<file path="config.mk">
export PLATFORM = sky130hd
export DESIGN_NAME = acr_top
export DESIGN_NICKNAME = d
export VERILOG_FILES = /design/src/acr_pkg.sv /design/src/acr_clkdiv.sv /design/src/acr_top.sv
export SDC_FILE = /design/constraint.sdc
export NUM_CORES = 1
export LEC_CHECK = 0
export ABC_AREA = 1
export BUFFER_PORTS_ARGS = -buffer_cell sky130_fd_sc_hd__buf_2
export CELL_PAD_IN_SITES_DETAIL_PLACEMENT = 1
export CELL_PAD_IN_SITES_GLOBAL_PLACEMENT = 2
export CORE_MARGIN = 5
export CORE_UTILIZATION = 36
export CTS_CLUSTER_DIAMETER = 150
export DETAILED_ROUTE_END_ITERATION = 7
export GPL_ROUTABILITY_DRIVEN = 1
export PLACE_DENSITY_LB_ADDON = 0.1
export SKIP_LAST_GASP = 1
export SLEW_MARGIN = 10
export SYNTH_ARGS = -nofsm -noshare
export SYNTH_HDL_FRONTEND = slang
export SYNTH_SLANG_ARGS = --single-unit
</file>
<file path="constraint.sdc">
create_clock -name clk -period 4.3 [get_ports clk]
set_input_delay 0 -clock clk [delete_from_list [all_inputs] [get_ports clk]]
set_output_delay 0 -clock clk [all_outputs]
set_load 0.005 [all_outputs]
</file>
<file path="src/acr_pkg.sv">
// Constants, register map and types for the converter control block.
// Assumes a plain single-cycle register port with byte-wide registers.
// Operation
// - Control bit 7 picks result justification
// - Left layout: high byte holds bits 9..2
// - Left layout: low byte bits 1,0 top
// - Right layout: high byte holds bits 9,8
// - Channel codes 0-7 external, 1110 DAC
// - Start bit set by software, hardware clears
// - Enable bit 0 powers the converter
// - Bits 6..4 select conversion clock divisor
// - Dedicated oscillator divided by sixteen
// - Bit 0 selects positive reference source
// - Unused clock register bits read zero
// - Clock register clears on every reset
// - Completion clears start, flags, loads result
// - Abort keeps result, waits two periods
package acr_pkg;
   localparam logic [2:0] ADDR_CTRL    = 3'h0;
   localparam logic [2:0] ADDR_CLKREF  = 3'h1;
   localparam logic [2:0] ADDR_RES_HI  = 3'h2;
   localparam logic [2:0] ADDR_RES_LO  = 3'h3;
   localparam logic [2:0] ADDR_IRQ_ST  = 3'h4;
   localparam logic [2:0] ADDR_IRQ_MSK = 3'h5;
   localparam int BIT_JUST  = 7;
   localparam int BIT_START = 1;
   localparam int BIT_EN    = 0;
   localparam int BIT_REF   = 0;
   localparam int CH_LSB    = 2;
   localparam int CS_LSB    = 4;
   localparam logic [7:0] CTRL_WMASK   = 8'hBF;
   localparam logic [7:0] CLKREF_WMASK = 8'h71;
   localparam logic [7:0] RESET_VAL    = 8'h00;
   localparam logic [3:0] CH_DAC       = 4'hE;
   localparam logic [2:0] CS_DEDICATED = 3'h3;
   localparam int RC_DIV       = 16;
   localparam int ABORT_PERIODS = 2;
   localparam int CONV_PERIODS = 11;
   typedef enum logic [1:0] {
      ST_IDLE  = 2'b00,
      ST_CONV  = 2'b01,
      ST_ABORT = 2'b10
   } acr_state_t;
endpackage : acr_pkg

</file>
<file path="src/acr_clkdiv.sv">
// Conversion clock enable generator.
// Assumes the dedicated oscillator tick is already synchronous to clk.
`timescale 1ns/1ps
module acr_clkdiv import acr_pkg::*; (
   // Clock and reset
   input  wire logic       clk,
   input  wire logic       rst,
   // Control
   input  wire logic       run,
   input  wire logic [2:0] sel,
   input  wire logic       rc_tick,
   // Output
   output logic            tick
);
   logic [5:0] cnt_r;
   logic [3:0] rc_cnt_r;
   logic [5:0] top;

   always_comb begin
      case (sel)
         3'h0:    top = 6'h01;
         3'h4:    top = 6'h03;
         3'h1:    top = 6'h07;
         3'h5:    top = 6'h0F;
         3'h2:    top = 6'h1F;
         3'h6:    top = 6'h3F;
         default: top = 6'h00;
      endcase
   end

   always_ff @(posedge clk or posedge rst) begin
      if (rst) begin
         cnt_r <= 6'h00;
      end else if (!run || cnt_r >= top) begin
         cnt_r <= 6'h00;
      end else begin
         cnt_r <= cnt_r + 6'h01;
      end
   end

   always_ff @(posedge clk or posedge rst) begin
      if (rst) begin
         rc_cnt_r <= 4'h0;
      end else if (!run) begin
         rc_cnt_r <= 4'h0;
      end else if (rc_tick) begin
         rc_cnt_r <= rc_cnt_r + 4'h1;
      end
   end

   always_comb begin
      if (!run) begin
         tick = 1'b0;
      end else if (sel[1:0] == CS_DEDICATED[1:0]) begin
         tick = rc_tick && (rc_cnt_r == 4'(RC_DIV - 1));
      end else begin
         tick = (cnt_r >= top);
      end
   end
endmodule : acr_clkdiv

</file>
<file path="src/acr_top.sv">
// Register control and sequencing for a 10-bit converter.
// Assumes the conversion core answers with a done pulse and data.
`timescale 1ns/1ps
module acr_top import acr_pkg::*; (
   // Clock and reset
   input  wire logic       clk,
   input  wire logic       rst,
   // Register port
   input  wire logic [2:0] addr,
   input  wire logic [7:0] wdata,
   input  wire logic       wr,
   input  wire logic       rd,
   output logic      [7:0] rdata,
   // Dedicated oscillator, asynchronous
   input  wire logic       rc_osc,
   // Conversion core
   input  wire logic       core_done,
   input  wire logic [9:0] core_data,
   output logic            core_power,
   output logic            core_start,
   output logic            core_abort,
   output logic            conv_tick,
   output logic      [3:0] chan_sel,
   output logic            chan_ext,
   output logic            chan_dac,
   output logic            vref_ext,
   // Interrupt
   output logic            irq
);
   logic [7:0] ctrl_r;
   logic [7:0] clkref_r;
   logic [9:0] result_r;
   logic       flag_r;
   logic       mask_r;
   logic       rc_s1_r;
   logic       rc_s2_r;
   logic       rc_s3_r;
   logic       rc_tick;
   logic [1:0] wait_r;
   logic [3:0] conv_cnt_r;
   logic       done_evt;
   logic       sw_abort;
   logic       sw_start;
   acr_state_t state_r;
   logic [7:0] rd_nxt;

   // Oscillator input from another clock; the second and third stages feed edges
   always_ff @(posedge clk or posedge rst) begin
      if (rst) begin
         rc_s1_r <= 1'b0;
         rc_s2_r <= 1'b0;
         rc_s3_r <= 1'b0;
      end else begin
         rc_s1_r <= rc_osc;
         rc_s2_r <= rc_s1_r;
         rc_s3_r <= rc_s2_r;
      end
   end
   assign rc_tick = rc_s2_r & ~rc_s3_r;

   acr_clkdiv u_div (
      .clk     (clk),
      .rst     (rst),
      .run     (ctrl_r[BIT_EN]),
      .sel     (clkref_r[CS_LSB +: 3]),
      .rc_tick (rc_tick),
      .tick    (conv_tick)
   );

   assign sw_start = wr && addr == ADDR_CTRL && wdata[BIT_START]
                     && wdata[BIT_EN] && ctrl_r[BIT_EN];
   assign sw_abort = wr && addr == ADDR_CTRL && !wdata[BIT_START]
                     && state_r == ST_CONV;
   // Core done only counts while running and not being aborted
   assign done_evt = (state_r == ST_CONV) && !sw_abort && ctrl_r[BIT_EN]
                     && (core_done || (conv_tick &&
                         conv_cnt_r == 4'(CONV_PERIODS - 1)));

   always_ff @(posedge clk or posedge rst) begin
      if (rst) begin
         state_r    <= ST_IDLE;
         conv_cnt_r <= 4'h0;
         wait_r     <= 2'h0;
      end else if (!ctrl_r[BIT_EN]) begin
         state_r    <= ST_IDLE;
         conv_cnt_r <= 4'h0;
         wait_r     <= 2'h0;
      end else begin
         case (state_r)
            ST_IDLE: begin
               conv_cnt_r <= 4'h0;
               if (sw_start) begin
                  state_r <= ST_CONV;
               end
            end
            ST_CONV: begin
               if (sw_abort) begin
                  state_r <= ST_ABORT;
                  wait_r  <= 2'h0;
               end else if (done_evt) begin
                  state_r <= ST_IDLE;
               end else if (conv_tick) begin
                  conv_cnt_r <= conv_cnt_r + 4'h1;
               end
            end
            ST_ABORT: begin
               if (conv_tick) begin
                  if (wait_r == 2'(ABORT_PERIODS - 1)) begin
                     state_r <= ST_IDLE;
                  end else begin
                     wait_r <= wait_r + 2'h1;
                  end
               end
            end
            default: state_r <= ST_IDLE;
         endcase
      end
   end

   // Control register; start bit mirrors the conversion in progress
   always_ff @(posedge clk or posedge rst) begin
      if (rst) begin
         ctrl_r <= RESET_VAL;
      end else begin
         if (wr && addr == ADDR_CTRL) begin
            ctrl_r <= wdata & CTRL_WMASK;
            // Start during the abort wait is refused, else the bit sticks
            ctrl_r[BIT_START] <= sw_start && state_r != ST_ABORT;
         end
         if (done_evt) begin
            ctrl_r[BIT_START] <= 1'b0;
         end
         if (!ctrl_r[BIT_EN]) begin
            ctrl_r[BIT_START] <= 1'b0;
         end
      end
   end

   always_ff @(posedge clk or posedge rst) begin
      if (rst) begin
         clkref_r <= RESET_VAL;
      end else if (wr && addr == ADDR_CLKREF) begin
         clkref_r <= wdata & CLKREF_WMASK;
      end
   end

   // Result is only replaced on a finished conversion
   always_ff @(posedge clk or posedge rst) begin
      if (rst) begin
         result_r <= 10'h000;
      end else if (done_evt) begin
         result_r <= core_data;
      end
   end

   // Sticky flag: a new completion wins over the clearing write
   always_ff @(posedge clk or posedge rst) begin
      if (rst) begin
         flag_r <= 1'b0;
      end else if (done_evt) begin
         flag_r <= 1'b1;
      end else if (wr && addr == ADDR_IRQ_ST && wdata[0]) begin
         flag_r <= 1'b0;
      end
   end

   always_ff @(posedge clk or posedge rst) begin
      if (rst) begin
         mask_r <= 1'b0;
      end else if (wr && addr == ADDR_IRQ_MSK) begin
         mask_r <= wdata[0];
      end
   end

   always_comb begin
      rd_nxt = 8'h00;
      case (addr)
         ADDR_CTRL:    rd_nxt = ctrl_r;
         ADDR_CLKREF:  rd_nxt = clkref_r & CLKREF_WMASK;
         ADDR_RES_HI: begin
            if (ctrl_r[BIT_JUST]) begin
               rd_nxt = {6'h00, result_r[9:8]};
            end else begin
               rd_nxt = result_r[9:2];
            end
         end
         ADDR_RES_LO: begin
            if (ctrl_r[BIT_JUST]) begin
               rd_nxt = result_r[7:0];
            end else begin
               rd_nxt = {result_r[1:0], 6'h00};
            end
         end
         ADDR_IRQ_ST:  rd_nxt = {7'h00, flag_r};
         ADDR_IRQ_MSK: rd_nxt = {7'h00, mask_r};
         default:      rd_nxt = 8'h00;
      endcase
   end

   always_ff @(posedge clk or posedge rst) begin
      if (rst) begin
         rdata <= 8'h00;
      end else if (rd) begin
         rdata <= rd_nxt;
      end else begin
         rdata <= 8'h00;
      end
   end

   assign irq        = flag_r & mask_r;
   assign core_power = ctrl_r[BIT_EN];
   assign core_start = sw_start && state_r == ST_IDLE;
   assign core_abort = sw_abort;
   assign chan_sel   = ctrl_r[CH_LSB +: 4];
   assign chan_ext   = ~ctrl_r[CH_LSB + 3];
   assign chan_dac   = (ctrl_r[CH_LSB +: 4] == CH_DAC);
   assign vref_ext   = clkref_r[BIT_REF];
endmodule : acr_top

</file>
==> results of run 1 <==
flip-flops by register name (all words and copies together) (netlist names):
name	count
mask_r	1
flag_r	1
clkref_r	4
ctrl_r	7
rc_s1_r	1
rc_s2_r	1
wait_r	2
result_r	10
rdata	8
u_div.cnt_r	6
rc_s3_r	1
state_r	2
u_div.rc_cnt_r	4
conv_cnt_r	4
worst min-delay path by stage:
stage,end,slack (ps)
after floorplan,rc_s1_r$_DFF_PP0_,30
after global placement,rc_s1_r$_DFF_PP0_,120
after detailed placement,rc_s1_r$_DFF_PP0_,120
after CTS,mask_r$_DFFE_PP0P_,30
after global routing,mask_r$_DFFE_PP0P_,70
final,mask_r$_DFFE_PP0P_,40
final cells by class:
class                   count  area share
repair buffers             67      0.1275
clock buffers               8     0.02623
well taps                 102     0.03716
flip-flops and latches     52      0.3789
multi-input cells         224      0.3687
inverters                  55     0.06157
logic make-up after synthesis:
kind of cell	count (synthesis)
flip-flops	52
AO/OA/AOI/OAI	43
multiplexers	1
AND/OR/NAND/NOR	159
adder cells (fa/ha/maj)	17
XOR/XNOR	4
buffers and inverters	63
routing by layer:
metal  routed length (um)  up-vias  global-route usage
met5                    0        -                   0
met4                   56        0             0.02836
met3                  227        6             0.02831
met2                 3547       32              0.2722
met1                 3199     1124              0.1931
li1                     -     1202                   -
stage by stage:
step | hold WS [ps] | util | power, mW | setup WS (ps) | std cells
2_1_floorplan | 31.43 | - | 0.7453 | 2178 | 339
3_3_place_gp | 118.3 | 0.4069 | 0.8260 | 1949 | 480
3_5_place_dp | 116.7 | 0.4069 | 0.8341 | 1851 | 480
4_1_cts | 32.23 | 0.4445 | 1.144 | 1831 | 508
5_1_grt | 66.06 | 0.4445 | 1.202 | 1589 | 508
6_report | 35.64 | 0.4445 | 1.126 | 1874 | 508
worst max-delay path, cell delays in order (launching register included):
cell and delay [ps]:
dfrtp_1 410, inv_1 130, ha_1 240, a21oi_1 140, ha_1 260, nand2_1 70
nand2_1 60, a21oi_1 190, nand2_1 90, nand2_1 90, nand2_2 90, nand3_1 90
nand2_2 100, nand2_8 140, inv_4 110, nand2_2 60, nand2_1 50
what timing repair did:
action / CTS / global route
setup endpoints to repair: 0 / 0
hold buffers: 20 / 0
endpoints found under the hold margin: 75 / 0
resized for setup: 0 / 0
power by group through the flow:
stage,combinational (mW),sequential [mW],clock (mW)
after global placement,0.237,0.589,0
final,0.253,0.578,0.295
after detailed placement,0.245,0.589,0
after CTS,0.260,0.579,0.304
after floorplan,0.173,0.572,0
after global routing,0.295,0.586,0.322
cell usage in the layout (no fill, tap or decap), types with 2 or more instances in the layout:
master	Yosys	layout
a31oi_1	5	5
inv_2	9	10
a21oi_1	10	10
clkbuf_8	0	6
xnor2_1	2	2
o22ai_1	4	4
nand3_1	17	17
a22oi_1	3	3
inv_4	2	2
nor3b_1	2	2
o221ai_1	2	2
o21ai_1	2	2
nand2_1	80	80
ha_1	17	17
xor2_1	2	2
dlygate4sd3_1	0	20
inv_1	43	42
buf_2	1	46
nand2_2	14	14
dfrtp_1	52	52
a211oi_1	2	2
nor3_1	5	5
nor2_1	30	30
clkbuf_1	1	2
o21ai_0	12	12
==> metrics, run 1 <==
I/O Pins 47; share of cells above drive strength 1 0.2192; Synth cell types 42; filler cell count around 940; Design Area, Final around 3400 um2; Tmin final 2426 ps; die height 98.96 um; proportion of synthesized area in mux cells 0.003953; Flop pwr share 0.513; Root Buffer clkbuf_8; drt first-iter violations 62; clock share of power 0.262; DR DRC count 0; diode count 0; worst reg2reg path endpoint result_r[7]$_DFFE_PP0P_; remaining antenna violation count 0; syn_area_per_cell 8.404 um2; Setup Skew 10.77 ps; Post-CTS Setup Repair Bufs 0; Startpoint Class register; register area share after synthesis 0.4567; main combinational cell family by area after synthesis simple AND/OR/NAND/NOR gates; Initial Utilization 0.3687; Layout area overhead 20.55%; headroom to the max-slew limit 0.5131; H-tree depth 2; # setup viols final 0; wire per inst 13.84 um; global route overflow 0; Synth Area in Compound Gates 0.09003; Total GRT Usage 0.1525; Post-Synth Simple-Gate Area 0.2635; Tightest Pin Transition just over 700 ps; vias in the first global route between 2000 and 3000; RSZ-0062 raised after global routing false; Placer Congestion 0.7634; 1st-pass router iterations 4; HP Class input pin to register; setup TNS 0 ps; max-slew violations 0; top cell type's share of synthesized area 0.4567; fmax 412.2 MHz; Clock transition at path regs 100 ps; Cell Area, Placed 3144 um2; R2R setup slack 1870 ps; total number of vias 2364; Cells after Synth approximately 340; initial antenna violation count 0; Adder-Cell Fraction of Synth Area 0.07466; row cnt 32; fin nets ~450; WP data required about 4500 ps; largest net degree at the start of global routing 53; Die ar. 9793 um2; Die X roughly 99 um; Clk Latency, worst-skew pair 300 ps; R2R depth 16; number of port buffers 46; TritonCTS clock tree done; count leader, synth nand2_1; most frequent cells after synthesis 80 x nand2_1, 52 x dfrtp_1, 43 x inv_1; Hold Vio Cnt, Final 0; core area 7727 um2; Hold Crit Depth 3; part of the cycle the worst path needs 0.5642; Switching Fraction 0.3202; Internal 0.7657 mW; start point of the critical path clkref_r[4]$_DFFE_PP0P_; P_leak 1.810 nW; ys async rst share 1.000; Max FO, Critical Path 17; register area between 1000 and 1500 um2; XOR/XNOR Fraction of Synth Area 0.01230; status finished, final reports clean; first-pass GRT wire length around 12000 um; Yosys reg bits 52; Primary FF master, synth dfrtp_1; Syn Nets 383; worst IR drop on VDD 153.4 uV; Crit Path Class register to register; Synth warnings 0; Synth area leader dfrtp_1; total CTS buffers 5; Psw 0.3607 mW; max cap viols 0; power per cell area 328.0 nW/um2; Worst EP arrival 2620 ps; CTS Buffer Depth 2; Crit. End Element register; mapped cell area 2849 um2; Worst Min Path Start addr[2]; FF-to-FF Start clkref_r[4]$_DFFE_PP0P_; Synth area leaders dfrtp_1 46%, nand2_1 11%, ha_1 7.5%, inv_1 5.7%, nor2_1 4.0%; footprint of the multi-input gates between 1000 and 1500 um2; DR vias/cell 4.654; clk sinks 52; dpl hpwl 5244 um; Combinational Power Share 0.225; number of flops mapped to enable cells by yosys 0; Critical Path End result_r[7]$_DFFE_PP0P_; final WL 7030 um
Power figures use the tool's default switching activity.
==> run 2, diff against run 1 <==
Settings changed: CORE_UTILIZATION 36 to 33.
Clock period 4.3 ns to 2.5 ns, I/O delays scaled along.
==> metrics, run 2 (synthesis results as in run 1) <==
status finished, final reports clean; Initial Utilization 0.3433 (-0.02540); Crit Path Class register to register; row cnt 33 (+3.1%); Internal 1.329 mW (+74%); core area 8299 um2 (+7.4%); vias in the first global route 2491 (-3.8%); Hold Crit Depth 3 (unchanged); remaining antenna violation count 0 (unchanged); Setup Skew 8.538 ps (-2.237 ps); FF-to-FF Start clkref_r[4]$_DFFE_PP0P_; Final Worst Setup Slack 189.9 ps (-1684 ps); Psw 0.6345 mW (+76%); most flop-heavy register result_r; wire per inst 14.59 um (+5.4%); CTS Buffer Depth 2 (unchanged); Combinational Power Share 0.237 (+0.012); Clock transition at path regs 90 ps (about the same); crit-path most repeated cell nand2_1; max cap viols 0 (unchanged); Max FO, Critical Path 7 (-10); I/O Pins 47 (unchanged); P_leak 1.862 nW (+2.9%); drt first-iter violations 49 (-21%); share of cells above drive strength 1 0.2530 (+0.03380); Clk Latency, worst-skew pair 310 ps (about the same); total number of vias 2432 (+2.9%); Worst Min Path Start addr[2]; biggest regs result_r x10, rdata x8, ctrl_r x7; Crit. End Element register; filler cell count 997 (+6.5%); CP max stage delay 420 ps (about the same); Die ar. 10590 um2 (+8.2%); slowest CP cell dfrtp_1; # setup viols final 0 (unchanged); 1st-pass router iterations 4 (unchanged); register area 1301 um2 (unchanged); Pwr Total 1.963 mW (+74%); critical-path cell list buf_4 > ha_1 > a21oi_2 > ha_1 > nand2_1 > nand2_1 > a21oi_2 > nand2_1 > nand2_2 > nand2_4 > nand3_2 > nand2_4 > nand2_8 > nand2_2 > nand2_1 > nand2_1; DR DRC count 0 (unchanged); worst hold endpoint mask_r$_DFFE_PP0P_; max-slew violations 0 (unchanged); Flop pwr share 0.507 (-0.006); footprint of the multi-input gates 1303 um2 (+2.9%); dpl hpwl 5665 um (+8.0%); Tmin final 2310 ps (-115.9 ps); max reg flops 10 (unchanged); global route overflow 0 (unchanged); worst reg2reg path endpoint conv_cnt_r[1]$_DFFE_PP0P_; die height 102.9 um (+4.0%); Die X 102.9 um (+4.0%); final WL 7588 um (+7.9%); Root Buffer clkbuf_8; WP data required 2700 ps (-1800 ps); R2R depth 16 (unchanged); fin nets 458 (+2.0%); first-pass GRT wire length 12450 um (+1.9%); Tightest Pin Transition 497.2 ps (-230.5 ps); R2R setup slack 190 ps (-1680 ps); commonest cells after routing, fill and taps aside 79 x nand2_1, 52 x dfrtp_1, 46 x buf_2, 41 x inv_1, 30 x nor2_1; DR vias/cell 4.677 (+0.50%); Hold Vio Cnt, Final 0 (unchanged); clk sinks 52 (unchanged); largest net degree at the start of global routing 21 (-60%); Total GRT Usage 0.1514 (-0.001155); power per cell area 554.7 nW/um2 (+69%); TritonCTS clock tree done; headroom to the max-slew limit 0.6673 (+0.1542); Worst EP arrival 2510 ps (-110 ps); clock share of power 0.255 (-0.007); HP Class input pin to register; commonest non-fill, non-tap cell in the layout nand2_1; diode count 0 (unchanged); worst IR drop on VDD 225.4 uV (+47%); H-tree depth 2 (unchanged); part of the cycle the worst path needs 0.9241 (+0.3599); Switching Fraction 0.3231 (+0.002929); Placer Congestion 0.8078 (+5.8%); initial antenna violation count 0 (unchanged); Layout area overhead 24.24%; number of port buffers 46 (unchanged); Startpoint Class register; fmax 432.9 MHz (+5.0%); total CTS buffers 5 (unchanged); DP Worst Slack 77.82 ps (-1773 ps)
run 2: cell types whose count changed in the layout (fill, tap and decap cells not counted), moves of 2 or more:
cell	delta
a21oi_2	+2
buf_4	+8
nand2_4	+3
clkbuf_1	-2
clkinv_2	+2
a21oi_1	-2
run 2: worst max path at each step:
stage	startpoint	to	slack (ps)	cells past startpoint
floorplan	clkref_r[4]$_DFFE_PP0P_	result_r[0]$_DFFE_PP0P_	380	17
global placement	clkref_r[5]$_DFFE_PP0P_	result_r[9]$_DFFE_PP0P_	150	16
detailed placement	clkref_r[5]$_DFFE_PP0P_	result_r[0]$_DFFE_PP0P_	80	16
CTS	clkref_r[5]$_DFFE_PP0P_	result_r[9]$_DFFE_PP0P_	50	16
global route	clkref_r[4]$_DFFE_PP0P_	result_r[9]$_DFFE_PP0P_	-40	16
finish	clkref_r[4]$_DFFE_PP0P_	conv_cnt_r[1]$_DFFE_PP0P_	190	16
run 2: repair_timing:
| item | 4_1_cts | 5_1_grt |
|---|---|---|
| hold buffers | 20 | 0 |
| resized for setup | 0 | 8 |
| endpoints found under the hold margin | 37 | 0 |
| setup buffers | 0 | 6 |
| endpoints found under the setup margin | 0 | 18 |
run 2: layout make-up:
type                    count  area share
repair buffers             75      0.1407
inverters                  55     0.06045
clock buffers               6     0.02333
well taps                 105     0.03712
multi-input cells         225      0.3680
flip-flops and latches     52      0.3676
clock inverters             2    0.002828
run 2: power groups by stage:
| stage | combinational [mW] | sequential (mW) | clock [mW] |
|---|---|---|---|
| floorplan | 0.297 | 0.984 | 0 |
| global placement | 0.412 | 1.01 | 0 |
| detailed placement | 0.422 | 1.01 | 0 |
| CTS | 0.447 | 0.999 | 0.527 |
| global route | 0.542 | 1.01 | 0.560 |
| finish | 0.466 | 0.996 | 0.501 |
run 2: critical path, delay by kind of cell, from the launching register on:
| family | cells | cell delay, ps |
|---|---|---|
| and+or+nand+nor | 11 | 880 |
| adders and majority gates | 2 | 440 |
| DFF | 1 | 420 |
| buffers and inverters | 1 | 150 |
| AOI/OAI and AO/OA | 2 | 300 |
run 2: metal layers:
| layer | GRT usage | part of all wire |
|---|---|---|
| met5 | 0 | 0 |
| met4 | 0.04183 | 0.012 |
| met3 | 0.02368 | 0.029 |
| met2 | 0.2541 | 0.49 |
| met1 | 0.2029 | 0.47 |
run 2: stage by stage:
stage               setup TNS [ps]  cells  hold WS (ps)    util  cell area (um2)
finish                           0    520         30.04  0.4265             3540
global route                -233.6    520         75.39  0.4265             3540
CTS                              0    513         14.92  0.4164             3456
detailed placement               0    485        0.3950  0.3811             3163
global placement                 0    485        -7.426  0.3811             3163
floorplan                        0    339         31.43       -             2849
